==> src/bridge_ctrl_pkg.sv <==
// Purpose: Shared constants and types for the bridge control register bank
// Assumes: Byte offsets within configuration space, dword-wide access port
// Notes:   Lane and dword of each register are derived from its offset
package bridge_ctrl_pkg;

	// ----------------------------------------------------------------
	// Register offsets
	// ----------------------------------------------------------------
	localparam logic [7:0] ID_OFS           = 8'h00;
	localparam logic [7:0] DEV_CTRL_OFS     = 8'h92;
	localparam logic [7:0] DIAG_OFS         = 8'h93;
	localparam logic [7:0] CAP_ID_OFS       = 8'ha0;
	localparam logic [7:0] NEXT_PTR_OFS     = 8'ha1;

	// ----------------------------------------------------------------
	// Reset and fixed values
	// ----------------------------------------------------------------
	localparam logic [7:0]  DEV_CTRL_RESET   = 8'h66;
	localparam logic [7:0]  DIAG_RESET       = 8'h60;
	localparam logic [7:0]  CAP_ID_VALUE     = 8'h01;
	localparam logic [7:0]  NEXT_PTR_VALUE   = 8'h00;
	localparam logic [7:0]  DEV_CTRL_WR_MASK = 8'hef;
	localparam logic [7:0]  DIAG_WR_MASK     = 8'hbf;
	localparam logic [7:0]  DIAG_FORCE_ONE   = 8'h40;
	localparam logic [31:0] ALL_ONES_ID      = 32'hffffffff;
	localparam logic [1:0]  D3_STATE         = 2'h3;
	localparam logic [3:0]  LEGACY_805_PCI   = 4'h0;

	// ----------------------------------------------------------------
	// Field positions
	// ----------------------------------------------------------------
	localparam int DC_HOLD_BIT   = 7;
	localparam int DC_LV_BIT     = 6;
	localparam int DC_DIAG_BIT   = 5;
	localparam int DC_MODE_LO    = 1;
	localparam int DG_MASK_BIT   = 7;
	localparam int DG_ROUTE_BIT  = 5;
	localparam int DG_DT_OFF_BIT = 4;
	localparam int DG_LAT_BIT    = 3;
	localparam int DG_CARD_BIT   = 2;
	localparam int DG_HOST_BIT   = 1;
	localparam int DG_VIDEO_BIT  = 0;

	// ----------------------------------------------------------------
	// Cycle counts
	// ----------------------------------------------------------------
	localparam int LATENCY_SHORT      = 16;
	localparam int LATENCY_LONG       = 64;
	localparam int DISCARD_SHORT_LOG2 = 10;
	localparam int DISCARD_LONG_LOG2  = 15;

	// ----------------------------------------------------------------
	// Types
	// ----------------------------------------------------------------
	typedef enum logic [1:0] {
		IRQ_PCI_PARALLEL,
		IRQ_PAR_PLUS_PCI,
		IRQ_SER_PLUS_PCI,
		IRQ_ALL_SERIAL
	} irq_mode_t;

	typedef struct packed {
		logic        wr;
		logic        rd;
		logic [5:0]  dword;
		logic [3:0]  be;
		logic [31:0] wdata;
	} cfg_req_t;

	typedef struct packed {
		logic parallel_pci;
		logic parallel_irq;
		logic serial_irq;
		logic serial_pci;
	} irq_route_t;

endpackage

==> src/retry_latency_timer.sv <==
// Purpose: Counts target latency of a pending request and flags a retry
// Assumes: active stays high while the request waits
// Notes:   Limit picked per cycle, so a change applies to the running count
`timescale 1ns/10ps
module retry_latency_timer
	import bridge_ctrl_pkg::*;
#(
	parameter int SHORT = LATENCY_SHORT,
	parameter int LONG  = LATENCY_LONG
) (
	input  wire logic clk_sys,
	input  wire logic rst_b,
	input  wire logic active,
	input  wire logic extend,
	output logic      expired
);
	localparam int W = $clog2(LONG);
	logic [W-1:0] count;
	logic [W-1:0] limit;

	if (SHORT < 2 || SHORT >= LONG) begin : g_chk
		$error("retry_latency_timer: SHORT must be below LONG and at least 2");
	end

	assign limit = extend ? W'(LONG - 1) : W'(SHORT - 1);

	always_ff @(posedge clk_sys) begin
		if (!rst_b || !active) begin
			count   <= '0;
			expired <= 1'b0;
		end else if (count >= limit) begin
			count   <= '0;
			expired <= 1'b1;
		end else begin
			count   <= count + 1'b1;
			expired <= 1'b0;
		end
	end
endmodule

==> src/discard_timer.sv <==
// Purpose: Discards a delayed completion not collected in time
// Assumes: waiting is high from completion ready until the master returns
// Notes:   One pulse per expiry; the count restarts while still waiting
`timescale 1ns/10ps
module discard_timer
	import bridge_ctrl_pkg::*;
#(
	parameter int SHORT_LOG2 = DISCARD_SHORT_LOG2,
	parameter int LONG_LOG2  = DISCARD_LONG_LOG2
) (
	input  wire logic clk_sys,
	input  wire logic rst_b,
	input  wire logic waiting,
	input  wire logic short_sel,
	output logic      discard
);
	logic [LONG_LOG2-1:0] count;
	logic [LONG_LOG2-1:0] limit;

	if (SHORT_LOG2 < 1 || SHORT_LOG2 >= LONG_LOG2) begin : g_chk
		$error("discard_timer: SHORT_LOG2 must be below LONG_LOG2");
	end

	assign limit = short_sel ? LONG_LOG2'((1 << SHORT_LOG2) - 1) : '1;

	always_ff @(posedge clk_sys) begin
		if (!rst_b || !waiting) begin
			count   <= '0;
			discard <= 1'b0;
		end else if (count >= limit) begin
			count   <= '0;
			discard <= 1'b1;
		end else begin
			count   <= count + 1'b1;
			discard <= 1'b0;
		end
	end
endmodule

==> src/bridge_device_control_regs.sv <==
// Purpose: Device control, diagnostic and capability head registers
// Assumes: Configuration accesses arrive as dword requests on clk_sys
// Notes:   Read data is registered and valid one cycle after the request
//
// Notes on behaviour
// [RULE1] Device control at 92h, reset 66h
// [RULE2] Power hold in D3 blocks socket removal
// [RULE3] Bit 6 forces reported 3-V capability
// [RULE4] Bit 5 diagnostic, read/write, resets 1
// [RULE5] Device control bit 4 reads zero
// [RULE6] Host writes only zero to bit 3
// [RULE7] Bits 2:1 select interrupt signaling mode
// [RULE8] Host writes only zero to bit 0
// [RULE9] Diagnostic at 93h, reset 60h, host writes 00h
// [RULE10] Bit 7 masks identifier reads to ones
// [RULE11] Diagnostic bit 6 always reads one
// [RULE12] Bit 5 picks status-change routing condition
// [RULE13] Diagnostic bit 4 disables delayed transactions
// [RULE14] Diagnostic bit 3 extends latency 16 to 64
// [RULE15] Bit 2 picks card discard timer length
// [RULE16] Bit 1 picks host discard timer length
// [RULE17] Bit 0 set disables video register model
// [RULE18] A0h always reads 01h
// [RULE19] A1h always reads 00h
// [RULE20] Writes never alter read-only values
`timescale 1ns/10ps
module bridge_device_control_regs
	import bridge_ctrl_pkg::*;
#(
	parameter logic [15:0] VENDOR_ID    = 16'h1234,
	parameter logic [15:0] DEVICE_ID    = 16'h5678,
	parameter int          DISCARD_LONG = DISCARD_LONG_LOG2
) (
	input  wire logic       clk_sys,
	input  wire logic       rst_b,
	input  wire cfg_req_t   cfg_req,
	output logic [31:0]     cfg_rdata,
	output logic            cfg_rd_valid,
	input  wire logic       power_on_req,
	input  wire logic       power_off_req,
	input  wire logic [1:0] power_state,
	output logic            socket_power_en,
	output logic            power_off_refused,
	output logic            low_volt_capable,
	output logic            legacy_io_diag_bit,
	output irq_route_t      irq_route,
	input  wire logic       csc_event,
	input  wire logic       legacy_803_bit4,
	input  wire logic [3:0] legacy_805_irq_sel,
	output logic            csc_to_pci,
	output logic            csc_to_legacy,
	output logic            delayed_txn_enable,
	input  wire logic       host_retry_pending,
	output logic            retry_expired,
	input  wire logic       card_completion_wait,
	output logic            card_discard,
	input  wire logic       host_completion_wait,
	output logic            host_discard,
	output logic            std_video_model_en
);

	// ----------------------------------------------------------------
	// Address decode
	// ----------------------------------------------------------------
	localparam logic [5:0] ID_DW   = ID_OFS[7:2];
	localparam logic [5:0] CTRL_DW = DEV_CTRL_OFS[7:2];
	localparam logic [5:0] CAP_DW  = CAP_ID_OFS[7:2];
	localparam int         DC_LANE = int'(DEV_CTRL_OFS[1:0]);
	localparam int         DG_LANE = int'(DIAG_OFS[1:0]);
	localparam int         CI_LANE = int'(CAP_ID_OFS[1:0]);
	localparam int         NP_LANE = int'(NEXT_PTR_OFS[1:0]);

	logic [7:0]  device_control;
	logic [7:0]  diagnostic_options;
	logic [7:0]  diag_read;
	logic [31:0] next_rdata;
	logic        dc_write;
	logic        dg_write;
	logic        socket_locked;
	logic        csc_pci_cond;
	irq_mode_t   irq_mode;
	irq_route_t  next_route;

	if (DISCARD_LONG <= DISCARD_SHORT_LOG2) begin : g_chk
		$error("bridge_device_control_regs: DISCARD_LONG too small");
	end

	assign dc_write = cfg_req.wr && cfg_req.dword == CTRL_DW && cfg_req.be[DC_LANE];
	assign dg_write = cfg_req.wr && cfg_req.dword == CTRL_DW && cfg_req.be[DG_LANE];

	// ----------------------------------------------------------------
	// Device control register
	// ----------------------------------------------------------------
	// Bits 3 and 0 are stored as written; keeping them zero is up to software
	always_ff @(posedge clk_sys) begin
		if (!rst_b) begin
			device_control <= DEV_CTRL_RESET; // [RULE1] [RULE3] [RULE4] [RULE7]
		end else if (dc_write) begin
			// Reserved bit 4 is masked so it can never read back as one
			device_control <= cfg_req.wdata[8*DC_LANE +: 8] & DEV_CTRL_WR_MASK; // [RULE1] [RULE5] [RULE6] [RULE8]
		end
	end

	// ----------------------------------------------------------------
	// Diagnostic register
	// ----------------------------------------------------------------
	always_ff @(posedge clk_sys) begin
		if (!rst_b) begin
			diagnostic_options <= DIAG_RESET & DIAG_WR_MASK; // [RULE9]
		end else if (dg_write) begin
			diagnostic_options <= cfg_req.wdata[8*DG_LANE +: 8] & DIAG_WR_MASK; // [RULE9] [RULE20]
		end
	end

	assign diag_read = diagnostic_options | DIAG_FORCE_ONE; // [RULE11]

	// ----------------------------------------------------------------
	// Read path
	// ----------------------------------------------------------------
	// Bytes 90h, 91h, A2h and A3h belong to neighbouring blocks and read zero
	always_comb begin
		next_rdata = '0;
		if (cfg_req.dword == ID_DW) begin
			if (diagnostic_options[DG_MASK_BIT]) begin
				next_rdata = ALL_ONES_ID; // [RULE10]
			end else begin
				next_rdata = {DEVICE_ID, VENDOR_ID}; // [RULE10]
			end
		end else if (cfg_req.dword == CTRL_DW) begin
			next_rdata[8*DC_LANE +: 8] = device_control;
			next_rdata[8*DG_LANE +: 8] = diag_read;
		end else if (cfg_req.dword == CAP_DW) begin
			next_rdata[8*CI_LANE +: 8] = CAP_ID_VALUE; // [RULE18] [RULE20]
			next_rdata[8*NP_LANE +: 8] = NEXT_PTR_VALUE; // [RULE19] [RULE20]
		end
	end

	always_ff @(posedge clk_sys) begin
		if (!rst_b) begin
			cfg_rdata    <= '0;
			cfg_rd_valid <= 1'b0;
		end else begin
			cfg_rd_valid <= cfg_req.rd;
			if (cfg_req.rd) begin
				cfg_rdata <= next_rdata;
			end
		end
	end

	// ----------------------------------------------------------------
	// Socket power
	// ----------------------------------------------------------------
	// Lock only bites in D3; removal in other states goes through
	assign socket_locked = device_control[DC_HOLD_BIT] && power_state == D3_STATE;

	always_ff @(posedge clk_sys) begin
		if (!rst_b) begin
			socket_power_en   <= 1'b0;
			power_off_refused <= 1'b0;
		end else begin
			power_off_refused <= power_off_req && socket_locked; // [RULE2]
			if (power_off_req && !socket_locked) begin
				socket_power_en <= 1'b0; // [RULE2]
			end else if (power_on_req) begin
				socket_power_en <= 1'b1;
			end
		end
	end

	// ----------------------------------------------------------------
	// Capability and interrupt mode
	// ----------------------------------------------------------------
	assign irq_mode = irq_mode_t'(device_control[DC_MODE_LO +: 2]);

	always_comb begin
		next_route = '0;
		case (irq_mode)
			IRQ_PCI_PARALLEL: begin
				next_route.parallel_pci = 1'b1; // [RULE7]
			end
			IRQ_PAR_PLUS_PCI: begin
				next_route.parallel_pci = 1'b1; // [RULE7]
				next_route.parallel_irq = 1'b1;
			end
			IRQ_SER_PLUS_PCI: begin
				next_route.parallel_pci = 1'b1; // [RULE7]
				next_route.serial_irq   = 1'b1;
			end
			default: begin
				next_route.serial_irq = 1'b1; // [RULE7]
				next_route.serial_pci = 1'b1;
			end
		endcase
	end

	always_ff @(posedge clk_sys) begin
		if (!rst_b) begin
			irq_route          <= '0;
			low_volt_capable   <= 1'b0;
			legacy_io_diag_bit <= 1'b0;
		end else begin
			irq_route          <= next_route;
			low_volt_capable   <= device_control[DC_LV_BIT]; // [RULE3]
			legacy_io_diag_bit <= device_control[DC_DIAG_BIT]; // [RULE4]
		end
	end

	// ----------------------------------------------------------------
	// Status-change interrupt routing
	// ----------------------------------------------------------------
	// With routing bit set the 803 enable is deliberately not looked at
	assign csc_pci_cond = diagnostic_options[DG_ROUTE_BIT]
		? (legacy_805_irq_sel == LEGACY_805_PCI)
		: legacy_803_bit4; // [RULE12]

	always_ff @(posedge clk_sys) begin
		if (!rst_b) begin
			csc_to_pci    <= 1'b0;
			csc_to_legacy <= 1'b0;
		end else begin
			csc_to_pci    <= csc_event && csc_pci_cond; // [RULE12]
			csc_to_legacy <= csc_event && !csc_pci_cond;
		end
	end

	// ----------------------------------------------------------------
	// Delayed transactions and options
	// ----------------------------------------------------------------
	always_ff @(posedge clk_sys) begin
		if (!rst_b) begin
			delayed_txn_enable <= 1'b0;
			std_video_model_en <= 1'b0;
		end else begin
			delayed_txn_enable <= !diagnostic_options[DG_DT_OFF_BIT]; // [RULE13]
			std_video_model_en <= !diagnostic_options[DG_VIDEO_BIT]; // [RULE17]
		end
	end

	// Timers stop at once when delayed handling is switched off
	retry_latency_timer #(
		.SHORT (LATENCY_SHORT),
		.LONG  (LATENCY_LONG)
	) u_retry (
		.clk_sys (clk_sys),
		.rst_b   (rst_b),
		.active  (host_retry_pending && !diagnostic_options[DG_DT_OFF_BIT]), // [RULE13]
		.extend  (diagnostic_options[DG_LAT_BIT]), // [RULE14]
		.expired (retry_expired)
	);

	discard_timer #(
		.SHORT_LOG2 (DISCARD_SHORT_LOG2),
		.LONG_LOG2  (DISCARD_LONG)
	) u_card_discard (
		.clk_sys   (clk_sys),
		.rst_b     (rst_b),
		.waiting   (card_completion_wait && !diagnostic_options[DG_DT_OFF_BIT]),
		.short_sel (diagnostic_options[DG_CARD_BIT]), // [RULE15]
		.discard   (card_discard)
	);

	discard_timer #(
		.SHORT_LOG2 (DISCARD_SHORT_LOG2),
		.LONG_LOG2  (DISCARD_LONG)
	) u_host_discard (
		.clk_sys   (clk_sys),
		.rst_b     (rst_b),
		.waiting   (host_completion_wait && !diagnostic_options[DG_DT_OFF_BIT]),
		.short_sel (diagnostic_options[DG_HOST_BIT]), // [RULE16]
		.discard   (host_discard)
	);

endmodule

==> config.mk <==
export PLATFORM = sky130hd
export DESIGN_NAME = bridge_device_control_regs
export DESIGN_NICKNAME = d
export VERILOG_FILES = /design/src/bridge_ctrl_pkg.sv /design/src/retry_latency_timer.sv /design/src/discard_timer.sv /design/src/bridge_device_control_regs.sv
export SDC_FILE = /design/constraint.sdc
export NUM_CORES = 1
export LEC_CHECK = 0
export ABC_AREA = 1
export BUFFER_PORTS_ARGS = -buffer_cell sky130_fd_sc_hd__clkbuf_2
export CAP_MARGIN = 10
export CORE_MARGIN = 5
export CORE_UTILIZATION = 56
export DETAILED_ROUTE_END_ITERATION = 10
export PLACE_DENSITY = 0.85
export SETUP_SLACK_MARGIN = 0.15
export SYNTH_ARGS = -nofsm -noshare
export SYNTH_HDL_FRONTEND = slang
export SYNTH_SLANG_ARGS = --single-unit
==> constraint.sdc <==
create_clock -name clk_sys -period 4.3 [get_ports clk_sys]
set_input_delay 0.43 -clock clk_sys [delete_from_list [all_inputs] [get_ports clk_sys]]
set_output_delay 0.43 -clock clk_sys [all_outputs]
set_load 0.01 [all_outputs]
==> out/metrics.cfg <==
[floorplan]
initial_core_util=0.577
ios=107
dieHeight_um=93.7
die_x_um=93.7
core_sq_mm=0.00679
fp-row-count=30
dieArea_sq_mm=0.00878

[final_layout]
antennaDiodeCount=0
area_growth_pct=13.6
drive_above_1_share=0.232
layout.cells.non_filler=683
nets=656

[synthesis]
synth_area_leaders=dfxtp_1, nand2_1, nor2_1
ys_ff_latch=84
syn_area_per_cell_sq_um=7.66
synth_top_cell_area_share=0.429
synth_edf_count=0
netlist_top_cells_count=nand2_1, dfxtp_1, nor2_1, inv_1, nand3_1
synth.most_common_cell=nand2_1
ys_types=29
ys_async_sr_fraction=0
synth_nets=586
syn_area_sq_mm=0.00392
yosys_warnings=0
synth_seq_area_share=0.429
postSynthCellCount=512
ys.flop_type=dfxtp_1
post-synth-top-area-cell=dfxtp_1

[clock_tree]
insertion_delay_ns=0.38
cts_setup_buffers=0
cts_tree=built
cts-root-buf=clkbuf_8
path_clk_slew_ns=0.09
clk_path_buf_depth=2
hold_buffers=0
cts.sinks=84
htree_num_levels=3
cts-resized-gates=0
cts_made_buffers=9

[setup_path]
crit_fanout=20
crit_type=primary input to flop
startpoint_type=primary input
slowest_delay_ns=0.62
cp_top_family=simple AND/OR/NAND/NOR gates
crit_slowest_cell=nor2_2
worstPathBufferInverterCount=2
worstPathCellList=clkbuf_2, nor2_2, nand2_1, nor2_2, nand2_1, inv_1, nand2_1, a21oi_1
cp-end-kind=flop
required_ns=4.61
crit_path_frequent_cell=nand2_1
worstPathArrival_ns=2.10

[sta]
relSlewSlack=0.463
maxClockFrequency_mhz=559
rsz0062_at_grt=false
maxSlewViolCount=0
tightest_slew_ns=0.805
min_period_over_period=0.416
final.min_clock_period_ns=1.79
hold_violations=0
tns_ns=0
setup_slack_ns=2.51
setup_viol=0
finClkSkew_ns=0.0134

[routing]
drtIter0Drc=189
vias_per_cell=4.99
num_vias=3406
dr.pass1.iters=6
drc=0
wl_per_cell_um=12.5
finalWirelength_um=8560
drtAntennaViolNets=0

[job]
maxCapViolations=0

[pwr]
peakVddDrop_mv=0.216
p_leak_uw=0.00203
power_density_mw_per_mm2=313

[min_path]
min_path_type=primary input to flop

[grt]
grt_use_met2=0.354
met1_usage=0.229
top_usage_layer=met2
overflow=0
grt_pass1_wl_um=14000
gr-usage-all-layers=0.201
gr-usage-met3=0.0601
grt_antenna_before_repair=0
grt_pass1_vias=3270
grt_max_degree=26

[placement]
globalplace.congestion=0.828
hpwl_um=6470
port_buffers=86
pre_cts_slack_ns=2.13
place_inst=667

[outcome]
status=completed

-- final cells by class --
| type | instances | area [sq um] |
|---|---|---|
| Tap cell | 96 | 120 |
| Sequential cell | 84 | 1680 |
| Clock buffer | 10 | 138 |
| Clock inverter | 6 | 46.3 |
| Fill cell | 601 | 2340 |
| Timing Repair Buffer | 86 | 430 |
| Multi-Input combinational cell | 346 | 1830 |
| Inverter | 55 | 206 |
-- worst paths after layout --
kind                          from  slack (ns)  cells after the start                       to
max                    cfg_req[37]        2.51                      8            cfg_rdata[28]
min                      csc_event        0.27                      3               csc_to_pci
min reg2reg       u_retry.count[0]        0.45                      1         u_retry.count[0]
max reg2reg  diagnostic_options[2]        2.60                      8  u_card_discard.count[0]
-- cell families after synthesis --
group                    count (synthesis)  synth area share
adder cells (fa/ha/maj)                 15            0.0479
flip-flops                              84             0.429
AO/OA/AOI/OAI                           37            0.0485
XOR/XNOR                                23            0.0514
AND/OR/NAND/NOR                        271             0.320
buffers and inverters                   82             0.104
-- power breakdown --
group / internal, uW / switching, uW / total [uW]
Combinational: 25.3 / 44.8 / 70.1
Sequential: 786 / 4.93 / 791
Clock: 229 / 303 / 532
-- stage by stage --
stage / instance area [sq um] / hold WS [ns] / total power, uW / utilization
after floorplan: 3920 / 0.413 / 850 / -
after global placement: 4270 / 0.429 / 876 / 0.629
after detailed placement: 4270 / 0.444 / 879 / 0.629
after CTS: 4460 / 0.267 / 1400 / 0.656
after global routing: 4460 / 0.291 / 1440 / 0.656
final: 4460 / 0.270 / 1390 / 0.656
-- metal layers --
metal	part of all wire	vias up	wire, um
met2	0.52	80	4440
met1	0.40	1565	3450
li1	-	1747	-
met4	0.018	0	150
met3	0.060	14	517
met5	0	-	0
-- cells in the final DEF, fill, tap and decap left out --
| cell | n |
|---|---|
| nor2_4 | 5 |
| o21ai_0 | 8 |
| o21a_1 | 1 |
| o21ai_1 | 1 |
| inv_2 | 3 |
| clkinv_1 | 1 |
| clkbuf_2 | 86 |
| inv_6 | 2 |
| clkbuf_8 | 10 |
| nand4_1 | 18 |
| o21bai_1 | 1 |
| clkinv_2 | 1 |
| inv_1 | 51 |
| nand2_1 | 108 |
| nor3_1 | 1 |
| nor2_1 | 75 |
| nand3b_4 | 1 |
| a21oi_1 | 26 |
| ha_1 | 15 |
| xnor2_1 | 12 |
| xor2_1 | 11 |
| nand3_2 | 1 |
| nand3_4 | 2 |
| dfxtp_1 | 84 |
| clkinv_4 | 1 |
| nand3_1 | 38 |
| nand2_2 | 7 |
| nor2_2 | 15 |
| clkinvlp_4 | 2 |
-- sequential cells by signal, indices dropped and copies added (netlist names), 4 cells and up --
signal                flops
u_card_discard.count     15
u_retry.count             6
irq_route                 4
u_host_discard.count     15
diagnostic_options        7
device_control            7
cfg_rdata                18
-- worst reg2reg max path, delay by kind of cell (launching register included) --
kind	cells	cell delay (ns)
simple gates	7	0.84
flops	1	0.48
fa+ha+maj	1	0.30
No activity file was read; power rests on OpenSTA's default activity.
